--- config.mk ---
export PLATFORM = sky130hd
export DESIGN_NAME = rre_exec
export DESIGN_NICKNAME = d
export VERILOG_FILES = /design/src/rre_pkg.sv /design/src/rre_rot_if.sv /design/src/rre_exec.sv /design/src/rre_rotator.sv
export SDC_FILE = /design/constraint.sdc
export NUM_CORES = 1
export LEC_CHECK = 0
export BUFFER_PORTS_ARGS = -buffer_cell sky130_fd_sc_hd__buf_2
export CAP_MARGIN = 20
export CORE_MARGIN = 5
export CORE_UTILIZATION = 46
export CTS_BUF_LIST = sky130_fd_sc_hd__clkbuf_8
export CTS_CLUSTER_DIAMETER = 80
export CTS_CLUSTER_SIZE = 40
export DETAILED_ROUTE_END_ITERATION = 8
export GPL_ROUTABILITY_DRIVEN = 1
export GPL_TIMING_DRIVEN = 0
export HOLD_SLACK_MARGIN = 0.15
export PLACE_DENSITY = 0.85
export SLEW_MARGIN = 20
export SYNTH_ARGS = -nofsm -noshare
export SYNTH_HDL_FRONTEND = slang
export SYNTH_HIERARCHICAL = 1
export SYNTH_SLANG_ARGS = --single-unit
--- constraint.sdc ---
create_clock -name i_ref_clk -period 2.2 [get_ports i_ref_clk]
set_clock_uncertainty 0.2 [all_clocks]
set_input_delay 0.11 -clock i_ref_clk [delete_from_list [all_inputs] [get_ports i_ref_clk]]
set_output_delay 0.11 -clock i_ref_clk [all_outputs]
set_load 0.01 [all_outputs]
--- src/rre_pkg.sv ---
// package: opcodes, widths and reset values for the rotate and return execution block
package rre_pkg;
  localparam int DATA_W = 8;
  localparam int PC_W = 13;
  localparam int OP_W = 4;
  localparam int MSB_POS = 7;
  localparam int LSB_POS = 0;

  localparam logic [7:0] ACC_RST = 8'h00;
  localparam logic CARRY_RST = 1'b0;
  localparam logic MIE_RST = 1'b0;
  localparam logic MIE_ON = 1'b1;
  localparam logic [12:0] PC_RST = 13'h0000;

  typedef enum logic [3:0] {
    rre_op_nop = 4'b0000,
    rre_op_subroutine_exit_with_literal = 4'b0001,
    rre_op_return_from_interrupt = 4'b0010,
    rre_op_rotate_left = 4'b0011,
    rre_op_rotate_left_to_accumulator = 4'b0100,
    rre_op_rotate_left_through_carry = 4'b0101,
    rre_op_rotate_left_carry_to_accumulator = 4'b0110,
    rre_op_rotate_right = 4'b0111,
    rre_op_rotate_right_to_accumulator = 4'b1000,
    rre_op_rotate_right_through_carry = 4'b1001
  } rre_op_t;
endpackage : rre_pkg

--- src/rre_rot_if.sv ---
// interface: operand and result of the byte rotator
`timescale 1ns/1ps
interface rre_rot_if;
  logic [7:0] din;
  logic cin;
  logic left;
  logic thru;
  logic [7:0] dout;
  logic cout;
  modport core (output din, output cin, output left, output thru, input dout, input cout);
  modport rot (input din, input cin, input left, input thru, output dout, output cout);
endinterface : rre_rot_if

--- src/rre_exec.sv ---
// module: execution of the return and rotate instruction group
// Summary of operation
// RULE1 - literal subroutine exit pops pc, loads literal into accumulator, flags untouched
// RULE2 - interrupt return pops pc, sets master interrupt enable, flags untouched
// RULE3 - pending interrupt at interrupt return is serviced before main program resumes
// RULE4 - rotate left: memory byte rotated left, bit 7 to bit 0, no flags
// RULE5 - rotate left to accumulator: result in accumulator, memory kept, no flags
// RULE6 - rotate left through carry: old carry to bit 0, bit 7 to carry
// RULE7 - rotate left carry to accumulator: nine-bit rotation into accumulator, memory kept
// RULE8 - rotate right: memory byte rotated right, bit 0 to bit 7, no flags
// RULE9 - rotate right to accumulator: result in accumulator, memory kept, no flags
// RULE10 - rotate right through carry: old carry to bit 7, bit 0 to carry
// RULE11 - through-carry rotates change only carry; all operands are eight bits
`timescale 1ns/1ps
module rre_exec (
  // clock and reset
  input wire logic i_ref_clk,
  input wire logic i_sys_rst,
  // instruction request
  input wire logic i_op_valid,
  input wire logic [3:0] i_op_code,
  input wire logic [7:0] i_literal,
  // data memory operand and write-back
  input wire logic [7:0] i_mem_rdata,
  output logic o_mem_we,
  output logic [7:0] o_mem_wdata,
  // hardware stack
  input wire logic [12:0] i_stack_top,
  output logic o_stack_pop,
  output logic o_stack_push,
  output logic [12:0] o_push_addr,
  // interrupt controller
  input wire logic i_irq_pending,
  input wire logic [12:0] i_irq_vector,
  // core state
  output logic [7:0] o_acc,
  output logic o_carry,
  output logic o_mie,
  output logic [12:0] o_pc,
  output logic o_done
);
  rre_pkg::rre_op_t op;
  logic take;
  logic next_mem_we;
  logic [7:0] next_mem_wdata;
  logic next_stack_push;
  logic [12:0] next_push_addr;
  logic [7:0] next_acc;
  logic next_carry;
  logic next_mie;
  logic [12:0] next_pc;
  logic next_done;

  rre_rot_if rot ();

  rre_rotator u_rot (
    .port(rot.rot)
  );

  function automatic logic is_return(input rre_pkg::rre_op_t code);
    return (code == rre_pkg::rre_op_subroutine_exit_with_literal) ||
           (code == rre_pkg::rre_op_return_from_interrupt);
  endfunction : is_return

  function automatic logic is_thru(input rre_pkg::rre_op_t code);
    return (code == rre_pkg::rre_op_rotate_left_through_carry) ||
           (code == rre_pkg::rre_op_rotate_left_carry_to_accumulator) ||
           (code == rre_pkg::rre_op_rotate_right_through_carry);
  endfunction : is_thru

  assign op = rre_pkg::rre_op_t'(i_op_code);
  assign take = i_op_valid;
  // pop is combinational so the stack top is consumed in the taking cycle
  assign o_stack_pop = take && is_return(op); // [RULE1] [RULE2]

  assign rot.din = i_mem_rdata; // [RULE11]
  assign rot.cin = o_carry;
  assign rot.thru = is_thru(op);
  assign rot.left = (op == rre_pkg::rre_op_rotate_left) ||
                    (op == rre_pkg::rre_op_rotate_left_to_accumulator) ||
                    (op == rre_pkg::rre_op_rotate_left_through_carry) ||
                    (op == rre_pkg::rre_op_rotate_left_carry_to_accumulator);

  always_comb begin
    next_mem_we = 1'b0;
    next_mem_wdata = o_mem_wdata;
    next_stack_push = 1'b0;
    next_push_addr = o_push_addr;
    next_acc = o_acc;
    next_carry = o_carry;
    next_mie = o_mie;
    next_pc = o_pc;
    next_done = take;
    if (take) begin
      unique case (op)
        rre_pkg::rre_op_nop: begin
          next_done = 1'b1;
        end
        rre_pkg::rre_op_subroutine_exit_with_literal: begin
          next_pc = i_stack_top; // [RULE1]
          next_acc = i_literal; // [RULE1]
        end
        rre_pkg::rre_op_return_from_interrupt: begin
          if (i_irq_pending) begin
            // enter the pending routine at once; the popped address goes back on the stack
            // so the main program resumes only after that routine returns
            next_pc = i_irq_vector; // [RULE3]
            next_stack_push = 1'b1; // [RULE3]
            next_push_addr = i_stack_top; // [RULE3]
            next_mie = rre_pkg::MIE_RST; // [RULE3]
          end else begin
            next_pc = i_stack_top; // [RULE2]
            next_mie = rre_pkg::MIE_ON; // [RULE2]
          end
        end
        rre_pkg::rre_op_rotate_left,
        rre_pkg::rre_op_rotate_right: begin
          next_mem_we = 1'b1; // [RULE4] [RULE8]
          next_mem_wdata = rot.dout; // [RULE4] [RULE8]
        end
        rre_pkg::rre_op_rotate_left_to_accumulator,
        rre_pkg::rre_op_rotate_right_to_accumulator: begin
          next_acc = rot.dout; // [RULE5] [RULE9]
        end
        rre_pkg::rre_op_rotate_left_through_carry,
        rre_pkg::rre_op_rotate_right_through_carry: begin
          next_mem_we = 1'b1; // [RULE6] [RULE10]
          next_mem_wdata = rot.dout; // [RULE6] [RULE10]
          next_carry = rot.cout; // [RULE6] [RULE10] [RULE11]
        end
        rre_pkg::rre_op_rotate_left_carry_to_accumulator: begin
          next_acc = rot.dout; // [RULE7]
          next_carry = rot.cout; // [RULE7] [RULE11]
        end
        default: begin
          // unassigned codes retire as no operation
          next_done = 1'b1;
        end
      endcase
    end
  end

  always_ff @(posedge i_ref_clk) begin
    if (i_sys_rst) begin
      o_mem_we <= 1'b0;
      o_mem_wdata <= rre_pkg::ACC_RST;
      o_stack_push <= 1'b0;
      o_push_addr <= rre_pkg::PC_RST;
      o_acc <= rre_pkg::ACC_RST;
      o_carry <= rre_pkg::CARRY_RST;
      o_mie <= rre_pkg::MIE_RST;
      o_pc <= rre_pkg::PC_RST;
      o_done <= 1'b0;
    end else begin
      o_mem_we <= next_mem_we;
      o_mem_wdata <= next_mem_wdata;
      o_stack_push <= next_stack_push;
      o_push_addr <= next_push_addr;
      o_acc <= next_acc;
      o_carry <= next_carry;
      o_mie <= next_mie;
      o_pc <= next_pc;
      o_done <= next_done;
    end
  end
endmodule : rre_exec

--- src/rre_rotator.sv ---
// module: one-bit byte rotator, plain or through carry
`timescale 1ns/1ps
module rre_rotator (
  rre_rot_if.rot port
);
  always_comb begin
    if (port.left) begin
      // msb leaves, carry or old msb enters at bit 0
      port.dout = {port.din[rre_pkg::MSB_POS-1:rre_pkg::LSB_POS], port.thru ? port.cin : port.din[rre_pkg::MSB_POS]};
      port.cout = port.thru ? port.din[rre_pkg::MSB_POS] : port.cin;
    end else begin
      port.dout = {port.thru ? port.cin : port.din[rre_pkg::LSB_POS], port.din[rre_pkg::MSB_POS:rre_pkg::LSB_POS+1]};
      port.cout = port.thru ? port.din[rre_pkg::LSB_POS] : port.cin;
    end
  end
endmodule : rre_rotator

Yosys cells after proc, flatten, opt, wreduce, memory -nomap -nowiden
Cells that the tools add are included.
{ "classes": {"n_bitwise": 2, "eq_ne": 9, "mux": 13, "reduce_logical": 20} }
{ "op_table": {"columns": ["op", "count"], "rows": [
  ["13-bit one-hot mux with 2 select lines", 1],
  ["4-bit by 3-bit == test with 1-bit output (second input constant)", 4],
  ["8-bit one-hot mux with 2 select lines", 1],
  ["13-bit 2-to-1 mux", 1],
  ["1-bit 2-to-1 mux", 9],
  ["3-bit OR reduction", 3],
  ["4-bit by 2-bit == test with 1-bit output (second input constant)", 2],
  ["4-bit == test (second input constant)", 2],
  ["8-bit 2-to-1 mux", 1],
  ["2-bit AND reduction", 4],
  ["1-bit logical OR", 6],
  ["3-bit AND reduction", 2],
  ["4-bit by 1-bit == test with 1-bit output (second input constant)", 1],
  ["2-bit nonzero test", 2],
  ["4-bit OR reduction", 1],
  ["1-bit inverter", 2],
  ["2-bit OR reduction", 1],
  ["1-bit logical AND", 1]
]} }
{ "totals": {"output_inout_bits": 48, "regBits": 47} }

Longest topological paths before layout
Gate-level depths: netlist of the first run.
{ "logic_depth": {"ltp_word": 6, "depth_mapped": 9, "ltp_nobuf": 7} }

By module
The synthesis of the first run kept the hierarchy.
{ "modules_own_cells": {"columns": ["module", "seq_area_each_um2", "cells_per_inst", "instances", "area_per_inst_um2"], "rows": [
  ["rre_exec", 940.9, 213, 1, 2085.8],
  ["rre_rotator", 0.0, 16, 1, 135.1]
]} }

Worst setup path after synthesis of the first run
OpenSTA, ideal clock, no wires.
{ "synth_path": {"path_kind": "input to register", "start": "in i_op_code[0]", "end": "reg o_acc[0]", "setup_slack_ps": 442, "arrival_ps": 1478, "setup_time_ps": 80, "required_time_ps": 1920, "cell_stages": 7, "n_path_buf": 1, "path_cell_list": "buf_2 -> nand2b_1 -> o22ai_1 -> mux2i_1 -> a21oi_1 -> mux2i_1 -> a211oi_2"} }
{ "synth_between": {"elab_chain_cells": 6} }
{ "synth_lines": {"columns": ["item", "line_no", "text"], "rows": [
  ["from (decl)", "rre_exec.sv:21", "input wire logic [3:0] i_op_code,"],
  ["4-bit by 3-bit == test with 1-bit output, on equally long branches", "rre_exec.sv:66, rre_exec.sv:67", null],
  ["1-bit logical OR", "rre_exec.sv:66", "return (code == rre_pkg::rre_op_rotate_left_through_carry) ||"],
  ["1-bit logical OR (*)", "rre_exec.sv:67", "(code == rre_pkg::rre_op_rotate_left_carry_to_accumulator) ||"],
  ["via rot.thru", "rre_rot_if.sv:7", "logic thru;"],
  ["1-bit 2-to-1 mux (*)", "rre_rotator.sv:9", "port.dout = {port.din[rre_pkg::MSB_POS-1:rre_pkg::LSB_POS], port.thru ? port.cin : port.din[rre_pkg::MSB_POS]} ..."],
  ["8-bit 2-to-1 mux (*)", "rre_rotator.sv:7", "if (port.left) begin"],
  ["via rot.dout[0]", "rre_rot_if.sv:8", "logic [7:0] dout;"],
  ["8-bit one-hot mux with 2 select lines (*)", "rre_exec.sv:95", "unique case (op)"],
  ["to (signal assigned)", "rre_exec.sv:149", "o_acc <= rre_pkg::ACC_RST;"],
  ["to (signal assigned)", "rre_exec.sv:159", "o_acc <= next_acc;"],
  ["to (decl)", "rre_exec.sv:36", "output logic [7:0] o_acc,"]
]} }
The timed path passes the listed nets; every way through them passes the cells marked *.
A chain may end at the register's enable or synchronous reset.

Worst setup path in the final report of the first run
{ "layout_path": {"start": "in i_op_code[0]", "end": "reg o_mem_wdata[2]"} }
{ "layout_between": {"elab_chain_cells": 5} }
{ "layout_lines": {"columns": ["item", "line_no", "text"], "rows": [
  ["4-bit by 2-bit == test with 1-bit output / 4-bit by 3-bit == test with 1-bit output (equally long branches)", "rre_exec.sv:79, rre_exec.sv:80", null],
  ["1-bit logical OR", "rre_exec.sv:79", "assign rot.left = (op == rre_pkg::rre_op_rotate_left) ||"],
  ["1-bit logical OR", "rre_exec.sv:80", "(op == rre_pkg::rre_op_rotate_left_to_accumulator) ||"],
  ["1-bit logical OR (*)", "rre_exec.sv:81", "(op == rre_pkg::rre_op_rotate_left_through_carry) ||"],
  ["via rot.left", "rre_rot_if.sv:6", "logic left;"],
  ["8-bit 2-to-1 mux (*)", "rre_rotator.sv:7", null],
  ["via rot.dout[2]", "rre_rot_if.sv:8", null],
  ["to (signal assigned)", "rre_exec.sv:146", "o_mem_wdata <= rre_pkg::ACC_RST;"],
  ["to (signal assigned)", "rre_exec.sv:156", "o_mem_wdata <= next_mem_wdata;"],
  ["to (decl)", "rre_exec.sv:26", "output logic [7:0] o_mem_wdata,"]
]} }
Marks and branches as above.

==> results of run 1 <==
state kept, by name, summed over array words and instances, names as in the netlist:
register	cells
o_carry	1
o_done	1
o_push_addr	13
o_stack_push	1
o_mie	1
o_mem_we	1
o_mem_wdata	8
o_acc	8
o_pc	13
routing by layer:
| metal | share of wire (%) | track usage (%) |
|---|---|---|
| met5 | 0 | 0 |
| met4 | 6.0 | 19.1 |
| met3 | 6.5 | 4.40 |
| met2 | 50 | 44.7 |
| met1 | 37 | 27.2 |
worst max-delay path: stages:
cell and delay [ns]:
sky130_fd_sc_hd__buf_2 0.19, sky130_fd_sc_hd__nand2_1 0.10, sky130_fd_sc_hd__xor2_1 0.15, sky130_fd_sc_hd__nor2_1 0.20, sky130_fd_sc_hd__buf_6 0.19, sky130_fd_sc_hd__mux2_2 0.36
sky130_fd_sc_hd__dlygate4sd3_1 0.56, sky130_fd_sc_hd__mux2i_1 0.17, sky130_fd_sc_hd__nor2_1 0.07
stage by stage:
| step | hold WS, ns | cells |
|---|---|---|
| finish | 0.179 | 442 |
| floorplan | 0.0572 | 229 |
| global placement | 0.165 | 376 |
| detailed placement | 0.174 | 376 |
| CTS | 0.157 | 442 |
| global route | 0.207 | 442 |
area by class of cell:
type	count	area [um^2]
repair buffers	152	1060
fillers	328	1230
flip-flops and latches	47	941
inverters	2	7.51
clock inverters	2	33.8
well taps	54	67.6
clock buffers	5	68.8
plain buffers	16	105
multi-input cells	164	1180
cell usage in the layout (no fill, tap or decap), drive strengths merged:
| master | n |
|---|---|
| xor2 | 1 |
| mux2i | 32 |
| dfxtp | 47 |
| or3b | 3 |
| o32ai | 1 |
| nand2b | 3 |
| mux2 | 6 |
| inv | 3 |
| nand2 | 30 |
| xnor2 | 2 |
| o21ai | 2 |
| bufinv | 1 |
| o22ai | 1 |
| a311oi | 13 |
| nor3 | 3 |
| a41o | 1 |
| a21oi | 7 |
| a211oi | 7 |
| dlygate4sd3 | 59 |
| and2 | 1 |
| or3 | 1 |
| nand3b | 1 |
| nor2 | 48 |
| o21bai | 1 |
| buf | 104 |
| clkbuf | 10 |
logic make-up after synthesis:
| kind of cell | Yosys count | synth area share (%) |
|---|---|---|
| AO/OA/AOI/OAI | 33 | 16.1 |
| AND/OR/NAND/NOR | 90 | 17.8 |
| flip-flops | 47 | 42.4 |
| XOR/XNOR | 3 | 1.18 |
| buffers and inverters | 18 | 5.07 |
| multiplexers | 38 | 17.5 |
repair_timing:
action                                  in CTS  in global routing
endpoints found under the setup margin       0                  1
hold buffers                                59                  0
hold endpoints to repair                    46                  0
gates resized for setup                      0                  2
report_power, final:
part | switching [mW] | internal (mW)
clock network | 0.280 | 0.329
logic | 0.189 | 0.193
registers | 0.0134 | 0.878
total | 0.483 | 1.40
how the worst max path moves through the flow:
stage	endpoint	slack, ns	cells after the start
3_5_place_dp	o_acc[6]	0.27	6
3_3_place_gp	o_acc[0]	0.30	7
6_report	o_mem_wdata[2]	0.07	9
5_1_grt	o_acc[7]	0.02	8
2_1_floorplan	o_acc[0]	0.44	7
4_1_cts	o_acc[7]	0.08	8
==> reports/qor.json, run 1 <==
{
  "yosys_most_used_dff": {"value": "sky130_fd_sc_hd__dfxtp_1"},
  "critical_path.reg2reg.startpoint": {"value": "o_carry"},
  "rrSetupSlack": {"value": 0.32, "unit": "ns"},
  "synth_async_sr_flop_share": {"value": 0, "unit": "%"},
  "max-cap-violations": {"value": 0},
  "grt_first_pass_wirelength": {"value": 12.5, "unit": "mm"},
  "layout.core_utilization": {"value": 73.8, "unit": "%"},
  "drc_errors": {"value": 0},
  "syn2layout_area_growth": {"value": 55.8, "unit": "%"},
  "hold_depth": {"value": 4},
  "syn_nets": {"value": 279},
  "timing.critical_path.arrival": {"value": 2.10, "unit": "ns"},
  "antenna_violating_nets_post_route": {"value": 0},
  "fp-row-count": {"value": 25},
  "place.gp.congestion": {"value": 0.828},
  "total_number_of_vias": {"value": 2336},
  "yosys_register_bits": {"value": 47},
  "grt_start_max_net_pins": {"value": 14},
  "p_per_area": {"value": 544, "unit": "nW/um^2"},
  "hold_class": {"value": "input pin to flip-flop"},
  "drt-vias-per-instance": {"value": 5.29},
  "clkSlewWorstSetupHoldPaths": {"value": 0.08, "unit": "ns"},
  "timing.final.ws_setup": {"value": 0.0661, "unit": "ns"},
  "slew_violations": {"value": 0},
  "htreeDepth": {"value": 2},
  "diodes_inserted": {"value": 0},
  "layout.cell_area.non_filler": {"value": 3460, "unit": "um^2"},
  "clock-root-buffer": {"value": "sky130_fd_sc_hd__clkbuf_8"},
  "static_leakage_power": {"value": 1.50, "unit": "nW"},
  "cts_tree": {"value": "done"},
  "design.core.area": {"value": 4690, "unit": "um^2"},
  "detailed_place_hpwl": {"value": 4.56, "unit": "mm"},
  "startpoint": {"value": "i_op_code[0]"},
  "design.die.area": {"value": 6320, "unit": "um^2"},
  "hp-start": {"value": "i_op_code[0]"},
  "portBuffers": {"value": 93},
  "regToRegEndpoint": {"value": "o_acc[7]"},
  "setup_total_negative_slack": {"value": 0, "unit": "ns"},
  "post_drt_wl_per_cell": {"value": 17.6, "unit": "um"},
  "dpl_worst_slack": {"value": 0.274, "unit": "ns"},
  "grt_overflow_total": {"value": 0},
  "timing.hold.worst_endpoint": {"value": "o_mem_we"},
  "grt_setup_unrepaired": {"value": "no"},
  "post_synth_most_frequent_cells": {"value": "47 x sky130_fd_sc_hd__dfxtp_1, 47 x sky130_fd_sc_hd__nor2_1, 32 x sky130_fd_sc_hd__mux2i_1"},
  "yosys.cell_types.count": {"value": 32},
  "fp.dieW": {"value": 79.5, "unit": "um"},
  "max_freq": {"value": 469, "unit": "MHz"},
  "reg2regPathDepth": {"value": 5},
  "start_util": {"value": 47.3, "unit": "%"},
  "cts_post_setup_buffers_inserted": {"value": 0},
  "fin_total_pwr": {"value": 1.88, "unit": "mW"},
  "detailed_router_iteration_count_before_antenna_repair": {"value": 4},
  "yosys.area.top_type_share": {"value": 42.4, "unit": "%"},
  "synth_area_per_cell": {"value": 9.70, "unit": "um^2"},
  "globalRouteTotalUtil": {"value": 25.6, "unit": "%"},
  "timing.slew.headroom": {"value": 52.8, "unit": "%"},
  "finalSetupViolations": {"value": 0},
  "worstSetupStartpointType": {"value": "input pin"},
  "synth_area": {"value": 2220, "unit": "um^2"},
  "wirelength": {"value": 7.78, "unit": "mm"},
  "cts_max_path_buffers": {"value": 2},
  "synth_edf_count": {"value": 0},
  "clock_sinks": {"value": 47},
  "post-route-min-period": {"value": 2.13, "unit": "ns"},
  "tightestPinTransition": {"value": 0.708, "unit": "ns"},
  "drt_iter0_markers": {"value": 112},
  "post-route-period-util": {"value": 97.0, "unit": "%"},
  "io_pins": {"value": 98},
  "layout-drive-gt1-share": {"value": 35.3, "unit": "%"},
  "critical_path_peak_fanout": {"value": 10},
  "ys_seq_area_share": {"value": 42.4, "unit": "%"},
  "timing.critical_path.required": {"value": 2.16, "unit": "ns"},
  "first_global_vias": {"value": 2581},
  "clk_latency": {"value": 0.29, "unit": "ns"},
  "die_height": {"value": 79.5, "unit": "um"},
  "synth-warning-count": {"value": 6},
  "synthTopCellsByArea": {"value": "sky130_fd_sc_hd__dfxtp_1 42%, sky130_fd_sc_hd__mux2i_1 14%, sky130_fd_sc_hd__nor2_1 7.9%, sky130_fd_sc_hd__nand2_1 5.1%, sky130_fd_sc_hd__a311oi_2 4.1%"},
  "outcome": {"value": "completed"},
  "grt_antenna_before_repair": {"value": 0},
  "synth_top_area_cell": {"value": "sky130_fd_sc_hd__dfxtp_1"},
  "worst_vdd_ir": {"value": 0.501, "unit": "mV"},
  "placed_area": {"value": 2750, "unit": "um^2"},
  "cts-buffers-inserted": {"value": 5},
  "setup.worst_path.end_class": {"value": "flip-flop"},
  "finalHoldViolCount": {"value": 0},
  "finalNetCount": {"value": 438},
  "netlist_instances": {"value": 229},
  "crit_type": {"value": "input pin to flip-flop"}
}
Power figures use the tool's default switching activity.
==> run 2: changes to the inputs <==
--- a/config.mk
+++ b/config.mk
@@ -7,8 +7,10 @@
 export LEC_CHECK = 0
 export BUFFER_PORTS_ARGS = -buffer_cell sky130_fd_sc_hd__buf_2
 export CAP_MARGIN = 20
+export CELL_PAD_IN_SITES_DETAIL_PLACEMENT = 1
+export CELL_PAD_IN_SITES_GLOBAL_PLACEMENT = 1
 export CORE_MARGIN = 5
-export CORE_UTILIZATION = 46
+export CORE_UTILIZATION = 35
 export CTS_BUF_LIST = sky130_fd_sc_hd__clkbuf_8
 export CTS_CLUSTER_DIAMETER = 80
 export CTS_CLUSTER_SIZE = 40
@@ -16,7 +18,8 @@
 export GPL_ROUTABILITY_DRIVEN = 1
 export GPL_TIMING_DRIVEN = 0
 export HOLD_SLACK_MARGIN = 0.15
-export PLACE_DENSITY = 0.85
+export PLACE_DENSITY = 0.88
+export SKIP_LAST_GASP = 1
 export SLEW_MARGIN = 20
 export SYNTH_ARGS = -nofsm -noshare
 export SYNTH_HDL_FRONTEND = slang
==> reports/qor.json, run 2 (synthesized netlist as in run 1, its figures left out) <==
{
  "hold_class": {"value": "input pin to flip-flop", "change": "unchanged"},
  "clk_latency": {"value": 0.30, "unit": "ns", "change": "was 0.29 ns"},
  "cts-buffers-inserted": {"value": 5, "change": "unchanged"},
  "reg2regPathDepth": {"value": 5, "change": "unchanged"},
  "start_util": {"value": 35.4, "unit": "%", "change": "was 47.3%"},
  "worstSetupStartpointType": {"value": "input pin", "change": "unchanged"},
  "crit_type": {"value": "input pin to flip-flop", "change": "unchanged"},
  "hold_ws": {"value": 0.192, "unit": "ns", "change": "was 0.179 ns"},
  "max-cap-violations": {"value": 0, "change": "unchanged"},
  "worst_vdd_ir": {"value": 0.261, "unit": "mV", "change": "was 0.501 mV"},
  "finalNetCount": {"value": 441, "change": "was 438"},
  "static_leakage_power": {"value": 1.51, "unit": "nW", "change": "was 1.50 nW"},
  "rrSetupSlack": {"value": 0.38, "unit": "ns", "change": "was 0.32 ns"},
  "clkSlewWorstSetupHoldPaths": {"value": 0.09, "unit": "ns", "change": "was 0.08 ns"},
  "finalSetupViolations": {"value": 0, "change": "unchanged"},
  "io_pins": {"value": 98, "change": "unchanged"},
  "layout.cells.most_common_list": {"value": "95 x sky130_fd_sc_hd__buf_2, 61 x sky130_fd_sc_hd__dlygate4sd3_1, 47 x sky130_fd_sc_hd__dfxtp_1", "change": "was 96 x sky130_fd_sc_hd__buf_2, 59 x sky130_fd_sc_hd__dlygate4sd3_1, 47 x sky130_fd_sc_hd__nor2_1, 47 x sky130_fd_sc_hd__dfxtp_1, 32 x sky130_fd_sc_hd__mux2i_1"},
  "critical_path.reg2reg.startpoint": {"value": "o_carry", "change": "unchanged"},
  "layout_cells_excl_fill": {"value": 471, "change": "was 442"},
  "total_number_of_vias": {"value": 2443, "change": "was 2336"},
  "startpoint": {"value": "i_op_code[3]", "change": "was i_op_code[0]"},
  "grt_overflow_total": {"value": 0, "change": "unchanged"},
  "detailed_place_hpwl": {"value": 5.33, "unit": "mm", "change": "was 4.56 mm"},
  "portBuffers": {"value": 93, "change": "unchanged"},
  "grt_first_pass_wirelength": {"value": 14.4, "unit": "mm", "change": "was 12.5 mm"},
  "syn2layout_area_growth": {"value": 58.9, "unit": "%", "change": "was 55.8%"},
  "p_per_area": {"value": 534, "unit": "nW/um^2", "change": "was 544 nW/um^2"},
  "cts_max_path_buffers": {"value": 2, "change": "unchanged"},
  "crit_family": {"value": "buffers and inverters", "change": "unchanged"},
  "slew_violations": {"value": 0, "change": "unchanged"},
  "critical_path.cell_chain": {"value": "buf_4 > or3b_1 > buf_2 > a21oi_4 > buf_4 > a311oi_1 > dlygate4sd3_1", "change": "was buf_2 > nand2_1 > xor2_1 > nor2_1 > buf_6 > mux2_2 > dlygate4sd3_1 > mux2i_1 > nor2_1"},
  "timing.critical_path.required": {"value": 2.19, "unit": "ns", "change": "was 2.16 ns"},
  "layout_commonest_cell": {"value": "sky130_fd_sc_hd__buf_2", "change": "unchanged"},
  "detailed_router_iteration_count_before_antenna_repair": {"value": 4, "change": "unchanged"},
  "post_drt_wl_per_cell": {"value": 20.5, "unit": "um", "change": "was 17.6 um"},
  "fp.dieW": {"value": 89.7, "unit": "um", "change": "was 79.5 um"},
  "cp_max_stage_cell": {"value": "sky130_fd_sc_hd__dlygate4sd3_1", "change": "unchanged"},
  "clock_sinks": {"value": 47, "change": "unchanged"},
  "dp.cells": {"value": 399, "change": "was 376"},
  "max_freq": {"value": 471, "unit": "MHz", "change": "was 469 MHz"},
  "wirelength": {"value": 9.66, "unit": "mm", "change": "was 7.78 mm"},
  "clock-root-buffer": {"value": "sky130_fd_sc_hd__clkbuf_8", "change": "unchanged"},
  "globalRouteTotalUtil": {"value": 24.2, "unit": "%", "change": "was 25.6%"},
  "htreeDepth": {"value": 2, "change": "unchanged"},
  "finalHoldViolCount": {"value": 0, "change": "unchanged"},
  "grt_start_max_net_pins": {"value": 15, "change": "was 14"},
  "critical_path.most_common_cell": {"value": "sky130_fd_sc_hd__buf_4", "change": "was sky130_fd_sc_hd__nor2_1"},
  "layout-drive-gt1-share": {"value": 36.5, "unit": "%", "change": "was 35.3%"},
  "die_height": {"value": 89.7, "unit": "um", "change": "was 79.5 um"},
  "fp-row-count": {"value": 29, "change": "was 25"},
  "regToRegEndpoint": {"value": "o_acc[7]", "change": "unchanged"},
  "critPathCapture": {"value": "o_pc[7]", "change": "was o_mem_wdata[2]"},
  "critical_path_peak_fanout": {"value": 10, "change": "unchanged"},
  "timing.critical_path.arrival": {"value": 2.11, "unit": "ns", "change": "was 2.10 ns"},
  "worst-path-stages": {"value": 7, "change": "was 9"},
  "outcome": {"value": "completed", "change": "unchanged"},
  "tightestPinTransition": {"value": 0.737, "unit": "ns", "change": "was 0.708 ns"},
  "design.core.area": {"value": 6280, "unit": "um^2", "change": "was 4690 um^2"},
  "cp_num_buf_inv": {"value": 4, "change": "was 3"},
  "setup.worst_path.end_class": {"value": "flip-flop", "change": "unchanged"},
  "design.die.area": {"value": 8040, "unit": "um^2", "change": "was 6320 um^2"},
  "grt_antenna_before_repair": {"value": 1, "change": "was 0"},
  "post-route-min-period": {"value": 2.12, "unit": "ns", "change": "was 2.13 ns"},
  "drc_errors": {"value": 0, "change": "unchanged"},
  "timing.slew.headroom": {"value": 50.9, "unit": "%", "change": "was 52.8%"},
  "reg_top3": {"value": "o_pc (13), o_push_addr (13)", "change": "unchanged"},
  "max_stage_delay": {"value": 0.63, "unit": "ns", "change": "was 0.56 ns"},
  "post-route-period-util": {"value": 96.6, "unit": "%", "change": "was 97.0%"},
  "cts_tree": {"value": "done", "change": "unchanged"},
  "place.gp.congestion": {"value": 0.840, "change": "was 0.828"},
  "drt_iter0_markers": {"value": 70, "change": "was 112"},
  "first_global_vias": {"value": 2775, "change": "was 2581"},
  "drt-vias-per-instance": {"value": 5.19, "change": "was 5.29"},
  "grt_setup_unrepaired": {"value": "yes", "change": "was no"},
  "antenna_violating_nets_post_route": {"value": 0, "change": "unchanged"}
}
[run 2: cell count changes in the layout (fill, tap and decap cells not counted), moves of 2 or more]
cell,previous run,this run
sky130_fd_sc_hd__buf_4,3,5
sky130_fd_sc_hd__clkbuf_8,5,7
sky130_fd_sc_hd__diode_2,0,2
sky130_fd_sc_hd__dlygate4sd3_1,59,61
[run 2: final cells by class]
cell class                 instances  area [um^2]
fill                             751         2750
multi-input combinational        164         1180
timing repair buffer             156         1090
sequential                        47          941
buffer                            15          104
clock buffer                       7         96.3
tap                               77         96.3
clock inverter                     1         7.51
inverter                           2         7.51
antenna                            2         5.00
[run 2: worst min-delay path by stage]
stage	startpoint	slack, ns	endpoint	depth (start not counted)
detailed placement	i_stack_top[6]	0.17	o_push_addr[6]	3
global placement	i_stack_top[2]	0.17	o_push_addr[2]	3
finish	i_op_code[0]	0.19	o_mem_we	4
CTS	i_op_code[1]	0.17	o_mie	5
global route	i_op_code[0]	0.22	o_mem_we	4
floorplan	i_stack_top[10]	0.06	o_push_addr[10]	2
[run 2: where the power goes]
group / leakage, nW / internal [mW] / total (mW) / switching, mW
clock network: 0.0505 / 0.286 / 0.594 / 0.308
logic: 1.08 / 0.197 / 0.398 / 0.201
registers: 0.381 / 0.878 / 0.894 / 0.0162
[run 2: per-layer routing]
metal	wire length, um	global-route usage (%)	up-vias	share of wire, %
met5	0	0	-	0
met2	5140	43.9	84	53
met1	3590	26.1	1201	37
met3	438	4.20	37	4.5
li1	-	-	1121	-
met4	484	13.9	0	5.0
[run 2: timing repair]
action                                  CTS  global route
buffers inserted                          0             2
endpoints found under the hold margin    45             0
hold buffers                             61             0
resized for setup                         0             5
endpoints found under the setup margin    0             4
[run 2: through the flow]
stage                     setup WS [ns]  TNS [ns]  total power, mW  cell area (um^2)  util [%]
final                            0.0759         0             1.89              3530      56.2
after global routing           -0.00534  -0.00836             1.94              3530      56.2
after CTS                        0.0545         0             1.86              3500      55.7
after detailed placement          0.195         0             1.20              2780      44.3
after global placement            0.293         0             1.19              2780      44.3
after floorplan                   0.442         0             1.09              2220         -
[run 2: worst reg2reg max path, delay by kind of cell (launching register included)]
family,cells,cell delay [ns]
AOI/OAI and AO/OA,2,0.34
buffers and inverters,1,0.58
DFF,1,0.43
muxes,2,0.22
